<file path="config.mk">
export PLATFORM = sky130hd
export DESIGN_NAME = asu_top
export DESIGN_NICKNAME = d
export VERILOG_FILES = /design/src/asu_pkg.sv /design/src/asu_top.sv
export VERILOG_INCLUDE_DIRS = /design/src /design/src/src
export SDC_FILE = /design/constraint.sdc
export NUM_CORES = 1
export LEC_CHECK = 0
export BUFFER_PORTS_ARGS = -buffer_cell sky130_fd_sc_hd__clkbuf_2
export CAP_MARGIN = 20
export CELL_PAD_IN_SITES_DETAIL_PLACEMENT = 1
export CELL_PAD_IN_SITES_GLOBAL_PLACEMENT = 2
export CORE_MARGIN = 3
export CORE_UTILIZATION = 35
export DETAILED_ROUTE_END_ITERATION = 10
export PLACE_DENSITY = 0.77
export SLEW_MARGIN = 25
export SYNTH_ARGS = -nofsm -noshare
export SYNTH_HDL_FRONTEND = slang
export SYNTH_SLANG_ARGS = --single-unit
</file>
<file path="constraint.sdc">
create_clock -name CLK_I -period 3.5 [get_ports CLK_I]
set_clock_uncertainty 0.05 [all_clocks]
set_input_delay 0.525 -clock CLK_I [delete_from_list [all_inputs] [get_ports CLK_I]]
set_output_delay 0.525 -clock CLK_I [all_outputs]
set_load 0.01 [all_outputs]
</file>
<file path="src/asu_map.svh">
`ifndef ASU_MAP_SVH
`define ASU_MAP_SVH

// Register byte addresses on the APB.
`define ASU_ADDR_BAUD 8'h00
`define ASU_ADDR_CONFIG 8'h04
`define ASU_ADDR_FLAG 8'h08
`define ASU_ADDR_DATA 8'h0C
`define ASU_ADDR_COMBO 8'h10

// Field widths.
`define ASU_DIV_W 13
`define ASU_CFG_W 9
`define ASU_FLG_W 5
`define ASU_DAT_W 9

// serial_config_reg bit positions.
`define ASU_CFG_TXEN 0
`define ASU_CFG_RXEN 1
`define ASU_CFG_ODD 2
`define ASU_CFG_PEN 3
`define ASU_CFG_LONG 4
`define ASU_CFG_WAKE 5
`define ASU_CFG_TIE 6
`define ASU_CFG_TCIE 7
`define ASU_CFG_RIE 8

// serial_flag_reg bit positions and groups.
`define ASU_FLG_PERR 0
`define ASU_FLG_OVR 1
`define ASU_FLG_RXF 2
`define ASU_FLG_DONE 3
`define ASU_FLG_TXE 4
`define ASU_FLG_RX_MASK 5'h07
`define ASU_FLG_TX_MASK 5'h18

// Reset values.
`define ASU_BAUD_RST 13'h0000
`define ASU_CFG_RST 9'h000
`define ASU_FLG_RST 5'h18

// Bit timing in sampling-clock ticks, frame lengths in bits, payload masks.
`define ASU_PHASE_LAST 4'hF
`define ASU_VOTE_FIRST 4'h7
`define ASU_VOTE_LAST 4'h9
`define ASU_SYNC_EARLY 4'h5
`define ASU_SYNC_LATE 4'hB
`define ASU_LEN_SHORT 4'hA
`define ASU_LEN_LONG 4'hB
`define ASU_MASK_SHORT 9'h0FF
`define ASU_MASK_LONG 9'h1FF
`define ASU_MASK_SHORT_PAR 9'h07F

`endif

</file>
<file path="src/asu_pkg.sv">
`default_nettype none
`include "asu_map.svh"

package asu_pkg;

    typedef enum logic [0:0] {
        ASU_TX_IDLE = 1'b0,
        ASU_TX_SHIFT = 1'b1
    } asu_tx_state_t;

    typedef enum logic [0:0] {
        ASU_RX_IDLE = 1'b0,
        ASU_RX_BUSY = 1'b1
    } asu_rx_state_t;

    typedef struct packed {
        logic [`ASU_DIV_W-1:0] baud;
        logic [`ASU_CFG_W-1:0] cfg;
        logic [`ASU_FLG_W-1:0] flags;
        logic [`ASU_FLG_W-1:0] arm;
        logic [31:0] prdata;
        logic [`ASU_DIV_W:0] div_cnt;
        asu_tx_state_t tx_st;
        logic [`ASU_DAT_W-1:0] tx_hold;
        logic [10:0] tx_sh;
        logic [3:0] tx_bit;
        logic [3:0] tx_phase;
        logic tx_out;
        asu_rx_state_t rx_st;
        logic [2:0] rx_hist;
        logic rx_prev;
        logic [3:0] rx_phase;
        logic [3:0] rx_bit;
        logic [1:0] rx_votes;
        logic [`ASU_DAT_W-1:0] rx_sh;
        logic [`ASU_DAT_W-1:0] rx_hold;
        logic irq;
    } asu_state_t;

endpackage : asu_pkg

`default_nettype wire

</file>
<file path="src/asu_top.sv">
// Added by the designer: the APB register port and the register addresses.
`default_nettype none
`include "asu_map.svh"

// Functional notes
// [RQ1] Baud equals clock over thirty-two times divisor.
// [RQ2] Zero divisor stops all baud ticks.
// [RQ3] Sampling tick runs sixteen times baud rate.
// [RQ4] Edges realign the receive bit phase.
// [RQ5] Start needs three ones then a low.
// [RQ6] Frames are ten or eleven bits long.
// [RQ7] Length and parity choose data bit count.
// [RQ8] Odd select sets parity for both directions.
// [RQ9] Top payload bit carries generated/checked parity.
// [RQ10] Parity mismatch sets the parity error flag.
// [RQ11] Idle lines ignored; stopless frames are dropped.
// [RQ12] Flags clear by status read then data access.
// [RQ13] Combined read clears receive flags only.
// [RQ14] Flags set after the status read stay.
// [RQ15] A status read arms only the flag bits set at that read.
// [RQ16] Data address reads receive, writes transmit holding.
// [RQ17] Ninth bit ignored in eight-bit modes.
// [RQ18] Transmit pin is GPIO while transmitter disabled; a frame in progress at disable still finishes on the pin first.
// [RQ19] Control registers are readable and writable anytime.
// [RQ20] Software programs divisor before enabling.
// [RQ21] Software disables before changing control bits.
// [RQ22] Enable bits gate flags onto request output.
// [RQ23] Shifter load sets transmit holding empty.
// [RQ24] Good stop bit fills receive holding register.
// [RQ25] Full holding blocks transfer and flags overrun.
// [RQ26] Majority of three mid-bit samples decides value.
module asu_top
    import asu_pkg::*;
(
    input wire logic CLK_I,
    input wire logic RST_I,
    input wire logic PSEL_I,
    input wire logic PENABLE_I,
    input wire logic PWRITE_I,
    input wire logic [7:0] PADDR_I,
    input wire logic [31:0] PWDATA_I,
    output logic [31:0] PRDATA_O,
    output logic PREADY_O,
    output logic PSLVERR_O,
    input wire logic RXD_I,
    input wire logic GPIO_TXD_I,
    output logic TXD_O,
    output logic IRQ_O
);

    asu_state_t q;
    asu_state_t d;

    function automatic logic [`ASU_DAT_W-1:0] payload_mask(input logic long_f);
        payload_mask = long_f ? `ASU_MASK_LONG : `ASU_MASK_SHORT;
    endfunction : payload_mask

    function automatic logic [10:0] build_frame(input logic [`ASU_DAT_W-1:0] dat,
                                                input logic long_f, input logic pen,
                                                input logic odd);
        logic [`ASU_DAT_W-1:0] p;
        p = long_f ? dat : {1'b1, dat[7:0]};
        if (pen && long_f) begin
            p[8] = (^(dat & `ASU_MASK_SHORT)) ^ odd; // [RQ8] [RQ9]
        end else if (pen) begin
            p[7] = (^(dat & `ASU_MASK_SHORT_PAR)) ^ odd; // [RQ8] [RQ9]
        end
        build_frame = {1'b1, p, 1'b0}; // [RQ6]
    endfunction : build_frame

    function automatic logic [31:0] read_value(input asu_state_t s, input logic [7:0] a,
                                               input logic long_f);
        logic [15:0] dat;
        dat = {7'h00, long_f ? s.rx_hold[8] : 1'b0, s.rx_hold[7:0]}; // [RQ16] [RQ17]
        if (a == `ASU_ADDR_BAUD) begin
            read_value = {19'h00000, s.baud};
        end else if (a == `ASU_ADDR_CONFIG) begin
            read_value = {23'h000000, s.cfg}; // [RQ19]
        end else if (a == `ASU_ADDR_FLAG) begin
            read_value = {27'h0000000, s.flags};
        end else if (a == `ASU_ADDR_DATA) begin
            read_value = {16'h0000, dat};
        end else if (a == `ASU_ADDR_COMBO) begin
            read_value = {dat, 11'h000, s.flags}; // [RQ13]
        end else begin
            read_value = 32'h00000000;
        end
    endfunction : read_value

    logic mapped;
    logic setup;
    logic access;
    logic tick;
    logic long_f;
    logic pen;
    logic odd;
    logic rx_bit_v;
    logic rx_edge;
    logic [3:0] frame_len;
    logic [`ASU_FLG_W-1:0] set_v;
    logic [`ASU_FLG_W-1:0] clr_v;

    always_comb begin
        d = q;
        set_v = 5'h00;
        clr_v = 5'h00;
        long_f = q.cfg[`ASU_CFG_LONG];
        pen = q.cfg[`ASU_CFG_PEN];
        odd = q.cfg[`ASU_CFG_ODD];
        frame_len = long_f ? `ASU_LEN_LONG : `ASU_LEN_SHORT; // [RQ6] [RQ7]
        mapped = (PADDR_I == `ASU_ADDR_BAUD) || (PADDR_I == `ASU_ADDR_CONFIG) ||
                 (PADDR_I == `ASU_ADDR_FLAG) || (PADDR_I == `ASU_ADDR_DATA) ||
                 (PADDR_I == `ASU_ADDR_COMBO);
        setup = PSEL_I && !PENABLE_I;
        access = PSEL_I && PENABLE_I;
        rx_bit_v = 1'b0;
        rx_edge = 1'b0;

        // Baud generator: one sampling tick every 2*divisor clocks.
        tick = 1'b0;
        if (q.baud == 13'h0000) begin
            d.div_cnt = 14'h0000; // [RQ2]
        end else if (q.div_cnt == 14'h0000) begin
            tick = 1'b1; // [RQ3]
            d.div_cnt = {q.baud, 1'b0} - 14'h0001; // [RQ1]
        end else begin
            d.div_cnt = q.div_cnt - 14'h0001;
        end

        // Register bus.
        if (setup && !PWRITE_I) begin
            d.prdata = read_value(q, PADDR_I, long_f);
        end
        if (access && PWRITE_I) begin
            if (PADDR_I == `ASU_ADDR_BAUD) begin
                d.baud = PWDATA_I[`ASU_DIV_W-1:0];
            end else if (PADDR_I == `ASU_ADDR_CONFIG) begin
                d.cfg = PWDATA_I[`ASU_CFG_W-1:0]; // [RQ19]
            end else if (PADDR_I == `ASU_ADDR_DATA) begin
                d.tx_hold = {long_f & PWDATA_I[8], PWDATA_I[7:0]}; // [RQ16] [RQ17]
                clr_v = q.arm & `ASU_FLG_TX_MASK; // [RQ12]
                d.arm = q.arm & ~`ASU_FLG_TX_MASK;
            end
        end else if (access) begin
            if (PADDR_I == `ASU_ADDR_FLAG) begin
                d.arm = q.prdata[`ASU_FLG_W-1:0]; // [RQ12] [RQ14] [RQ15]
            end else if (PADDR_I == `ASU_ADDR_DATA) begin
                clr_v = q.arm & `ASU_FLG_RX_MASK; // [RQ12]
                d.arm = q.arm & ~`ASU_FLG_RX_MASK;
            end else if (PADDR_I == `ASU_ADDR_COMBO) begin
                clr_v = q.prdata[`ASU_FLG_W-1:0] & `ASU_FLG_RX_MASK; // [RQ13]
                d.arm = q.arm & ~`ASU_FLG_RX_MASK;
            end
        end

        // Transmitter.
        case (q.tx_st)
            ASU_TX_IDLE: begin
                if (tick && q.cfg[`ASU_CFG_TXEN] && !q.flags[`ASU_FLG_TXE]) begin // [RQ2]
                    d.tx_sh = build_frame(q.tx_hold, long_f, pen, odd);
                    set_v[`ASU_FLG_TXE] = 1'b1; // [RQ23]
                    d.tx_bit = 4'h0;
                    d.tx_phase = 4'h0;
                    d.tx_st = ASU_TX_SHIFT;
                end
            end
            ASU_TX_SHIFT: begin
                if (tick) begin
                    d.tx_phase = q.tx_phase + 4'h1;
                    if (q.tx_phase == `ASU_PHASE_LAST) begin
                        d.tx_sh = {1'b1, q.tx_sh[10:1]};
                        d.tx_bit = q.tx_bit + 4'h1;
                        if (q.tx_bit == frame_len - 4'h1) begin
                            if (q.cfg[`ASU_CFG_TXEN] && !q.flags[`ASU_FLG_TXE]) begin
                                d.tx_sh = build_frame(q.tx_hold, long_f, pen, odd);
                                set_v[`ASU_FLG_TXE] = 1'b1; // [RQ23]
                                d.tx_bit = 4'h0;
                            end else begin
                                set_v[`ASU_FLG_DONE] = 1'b1;
                                d.tx_st = ASU_TX_IDLE;
                            end
                        end
                    end
                end
            end
            default: begin
                d.tx_st = ASU_TX_IDLE;
            end
        endcase
        if (d.tx_st == ASU_TX_SHIFT) begin
            d.tx_out = d.tx_sh[0]; // [RQ1]
        end else if (q.cfg[`ASU_CFG_TXEN]) begin
            d.tx_out = 1'b1;
        end else begin
            d.tx_out = GPIO_TXD_I; // [RQ18]
        end

        // Receiver.
        if (!q.cfg[`ASU_CFG_RXEN]) begin
            d.rx_st = ASU_RX_IDLE; // [RQ18]
            d.rx_hist = 3'h0;
        end else if (tick) begin
            d.rx_hist = {q.rx_hist[1:0], RXD_I};
            d.rx_prev = RXD_I;
            rx_edge = RXD_I != q.rx_prev;
            case (q.rx_st)
                ASU_RX_IDLE: begin
                    if (!RXD_I && q.rx_hist == 3'h7) begin
                        d.rx_st = ASU_RX_BUSY; // [RQ5] [RQ11]
                        d.rx_phase = 4'h0;
                        d.rx_bit = 4'h0;
                        d.rx_sh = 9'h000;
                    end
                end
                ASU_RX_BUSY: begin
                    d.rx_phase = q.rx_phase + 4'h1;
                    if (q.rx_phase == `ASU_PHASE_LAST) begin
                        d.rx_bit = q.rx_bit + 4'h1;
                    end
                    if (rx_edge && q.rx_bit != 4'h0) begin
                        if (q.rx_phase > `ASU_SYNC_LATE) begin
                            d.rx_phase = 4'h0; // [RQ4]
                            d.rx_bit = q.rx_bit + 4'h1;
                        end else if (q.rx_phase < `ASU_SYNC_EARLY) begin
                            d.rx_phase = 4'h0; // [RQ4]
                        end
                    end
                    if (q.rx_phase >= `ASU_VOTE_FIRST && q.rx_phase < `ASU_VOTE_LAST) begin
                        d.rx_votes = {q.rx_votes[0], RXD_I};
                    end
                    if (q.rx_phase == `ASU_VOTE_LAST) begin
                        rx_bit_v = (q.rx_votes[1] & q.rx_votes[0]) |
                                   (q.rx_votes[1] & RXD_I) |
                                   (q.rx_votes[0] & RXD_I); // [RQ26]
                        if (q.rx_bit == 4'h0) begin
                            if (rx_bit_v) begin
                                d.rx_st = ASU_RX_IDLE;
                            end
                        end else if (q.rx_bit == frame_len - 4'h1) begin
                            d.rx_st = ASU_RX_IDLE;
                            if (!rx_bit_v) begin
                                d.rx_st = ASU_RX_IDLE; // [RQ11]
                            end else if (q.flags[`ASU_FLG_RXF]) begin
                                set_v[`ASU_FLG_OVR] = 1'b1; // [RQ25]
                            end else begin
                                d.rx_hold = q.rx_sh; // [RQ24]
                                set_v[`ASU_FLG_RXF] = 1'b1; // [RQ24]
                                set_v[`ASU_FLG_PERR] = pen &&
                                    ((^(q.rx_sh & payload_mask(long_f))) != odd); // [RQ10]
                            end
                        end else begin
                            d.rx_sh[q.rx_bit - 4'h1] = rx_bit_v; // [RQ6]
                        end
                    end
                end
                default: begin
                    d.rx_st = ASU_RX_IDLE;
                end
            endcase
        end

        // A flag set in the cycle of its clear stays set.
        d.flags = (q.flags & ~clr_v) | set_v; // [RQ12] [RQ14]
        d.irq = (q.flags[`ASU_FLG_TXE] & q.cfg[`ASU_CFG_TIE]) |
                (q.flags[`ASU_FLG_DONE] & q.cfg[`ASU_CFG_TCIE]) |
                ((q.flags[`ASU_FLG_RXF] | q.flags[`ASU_FLG_OVR]) &
                 q.cfg[`ASU_CFG_RIE]); // [RQ22]
    end

    always_ff @(posedge CLK_I) begin
        if (RST_I) begin
            q <= '0;
            q.baud <= `ASU_BAUD_RST;
            q.cfg <= `ASU_CFG_RST;
            q.flags <= `ASU_FLG_RST;
            q.tx_st <= ASU_TX_IDLE;
            q.rx_st <= ASU_RX_IDLE;
            q.tx_out <= 1'b1;
            q.rx_prev <= 1'b1;
        end else begin
            q <= d;
        end
    end

    assign PRDATA_O = q.prdata;
    assign PREADY_O = 1'b1;
    assign PSLVERR_O = PSEL_I && PENABLE_I && !mapped;
    assign TXD_O = q.tx_out;
    assign IRQ_O = q.irq;

endmodule : asu_top

`default_nettype wire

</file>
==> impl_metrics.toml <==
[sta]
worst_slack_ns = 0.506
tns_ns = 0
fin_crit_ns = 2.99
fin_crit_sh_pct = 85.5
final_max_slew_viol_count = 0
finalHoldViolCount = 0
max_slew.worst_pin.slew_ns = 0.970
fmax_ghz = 0.334
relSlewSlack_pct = 35.2
hold_ws_ns = 0.312
rsz0062_at_grt = "no"
finalSetupViolations = 0

[global_routing]
track_usage_pct = 18.9
antenna_found_initial = 0
grt_pass1_vias = 5934
grt-ovfl-total = 0
grt_pass1_wl_mm = 31.2
grt_max_degree = 55

[detailed_routing]
viasPerCell = 5.40
drt_iter0_markers = 304
drc = 0
dr.max_layer_used = "met4"
detail-route-antenna-nets = 0
wl_met2_mm = 9.29
m1WireLength_mm = 8.77
first_pass_iters = 4
dr_wl_met3_um = 590
wl_mm = 19.0
wire_per_inst_um = 18.0
vias = 5712

[place]
placed_cells = 1025
gp_congestion = 0.833
io_buffers = 52
post_dp_cell_area_mm2 = 0.00689
dpl_worst_slack_ns = 0.435
dp_hpwl_mm = 13.9

[yosys]
synth_warnings = 0
synth_area_leaders = "dfxtp_1 40%, a21oi_1 6.3%, nand2_1 5.9%"
yosysTopAreaCell = "dfxtp_1"
syn_avg_cell_area_um2 = 8.32
synthAdderAreaFrac_pct = 2.56
synth_most_common_cell = "dfxtp_1"
synthArstFlopShare_pct = 0
synth_mux_area_share_pct = 4.72
synth_compound_area_share_pct = 17.7
ys_seq_area_share_pct = 39.7
synth_xor_xnor_area_share_pct = 5.73
yosysTopAreaCellShare_pct = 39.7
synthCells = 800
synth-seq-cells = 132
ys_top_cells_by_count = "132 x dfxtp_1, 104 x nand2_1, 84 x a21oi_1"
netlist_area_mm2 = 0.00666
synth_top_family_by_area = "simple AND/OR/NAND/NOR gates"
synthSimpleGateAreaFrac_pct = 21.8
synth_edf_count = 0
ys_types = 65
synth_ff_type = "dfxtp_1"

[final_layout]
finalNetCount = 874
final_area_mm2 = 0.00747
syn_to_final_growth_pct = 12.1
post_route_cells_drive_above_1_share_pct = 14.3
n_antenna_cell = 0
final_cells = 1057

[clock_network]
cts_root_buf = "clkbuf_16"
path_clk_slew_ns = 0.07
cts_buffer_depth = 2
cts.sinks = 132
cts_setup_buffers = 0
hold_buffers = 0
cts_buffers = 17
cts_htree_levels = 4
cts_tree = "done"
post_cts_resized = 0
clkLatencyLatePin_ns = 0.42

[setup_path]
critPathKind = "register to register"
reg2reg_depth = 8
startpoint_type = "register"
critPathCaptureType = "register"
rr_endpoint = "q[41]"
r2r_slack_ns = 0.51
cp_max_fo = 16
r2r_start = "q[129]"
required_ns = 3.76
critPathArrivalTime_ns = 3.26

[pwr]
peakVddDrop_uv = 325
p_leak_nw = 2.83
powerDensity_mw_per_mm2 = 454

[die]
ios = 83
dieWidth_um = 144
rows = 49
die_height_um = 144
die_area_mm2 = 0.0207
coreArea_mm2 = 0.0183
start_util_pct = 36.3

[worst_hold_path]
min_to = "q[138]"
min-delay-path-class = "input pin to register"
worstHoldStart = "PWDATA_I[9]"
min_path_cells = 3

[flow_run]
max_cap_violations = 0

[outcome]
run_status = "complete, no violations"
## per-stage QoR
stage	power [mW]	utilization [%]
floorplan	1.61	-
global placement	1.64	37.6
detailed placement	1.65	37.6
CTS	3.43	40.7
global route	3.50	40.7
finish	3.39	40.7
## kinds of logic (layout without fill, tap and decap cells)
| family | after synthesis | in the layout |
|---|---|---|
| mux | 31 | 31 |
| compound gates | 194 | 194 |
| other cells | 2 | 11 |
| simple gates | 292 | 292 |
| xor+xnor | 42 | 42 |
| flops | 132 | 132 |
| fa+ha+maj | 14 | 14 |
| buf+inv | 93 | 112 |
## layout by cell type (no fill, tap or decap), types with 10 or more instances in the layout
| master | synthesis | layout |
|---|---|---|
| ha_1 | 12 | 12 |
| a22oi_1 | 24 | 24 |
| inv_1 | 16 | 16 |
| dfxtp_1 | 132 | 132 |
| nor3_1 | 17 | 17 |
| a21oi_1 | 84 | 84 |
| nor2_1 | 62 | 62 |
| nand2_1 | 104 | 104 |
| mux2i_1 | 28 | 28 |
| buf_4 | 35 | 13 |
| xor2_1 | 14 | 14 |
| conb_1 | 2 | 11 |
| nand3_1 | 26 | 26 |
| clkbuf_16 | 0 | 17 |
| o21ai_0 | 31 | 31 |
| xnor2_1 | 27 | 27 |
| a211oi_1 | 10 | 10 |
| clkbuf_2 | 0 | 51 |
## worst max-delay path by stage
stage	start	to	slack, ns	cells after the start
floorplan	PADDR_I[1]	PSLVERR_O	0.81	4
global placement	PADDR_I[1]	long_f	0.55	7
detailed placement	PADDR_I[1]	q[126]	0.44	7
CTS	q[129]	q[41]	0.50	8
global route	q[72]	q[6]	0.33	6
finish	q[129]	q[41]	0.51	8
## registers in the layout (all words and copies together), names as in the netlist
| name | count |
|---|---|
| IRQ_O | 1 |
| TXD_O | 1 |
| odd | 1 |
| PRDATA_O | 22 |
| pen | 1 |
| long_f | 1 |
| q | 105 |
## final cells by class
class	instances	area [um^2]
clock buffers	17	425
repair buffers	64	353
clock inverters	15	156
inverters	16	60.1
multi-input cells	584	3540
fillers	2185	10900
flip-flops and latches	132	2640
well taps	229	287
## critical path, stage by stage, from the launching register on
cell	delay, ns
dfxtp_1	0.37
inv_1	0.11
ha_1	0.21
or3b_2	0.47
or4_4	0.57
and2_4	0.24
nand2_1	0.34
inv_1	0.15
a311oi_1	0.37
## routing by layer
layer  global-route usage [%]  vias to the layer above
li1                         -                     2811
met5                        0                        -
met2                     32.0                       88
met4                     6.94                        0
met3                     3.26                       30
met1                     24.1                     2783
## power breakdown
group          internal (mW)  total [mW]  switching, mW
combinational         0.0297       0.103         0.0728
sequential              1.51        1.51        0.00495
clock                   1.05        1.77          0.720
Power figures use the tool's default switching activity.
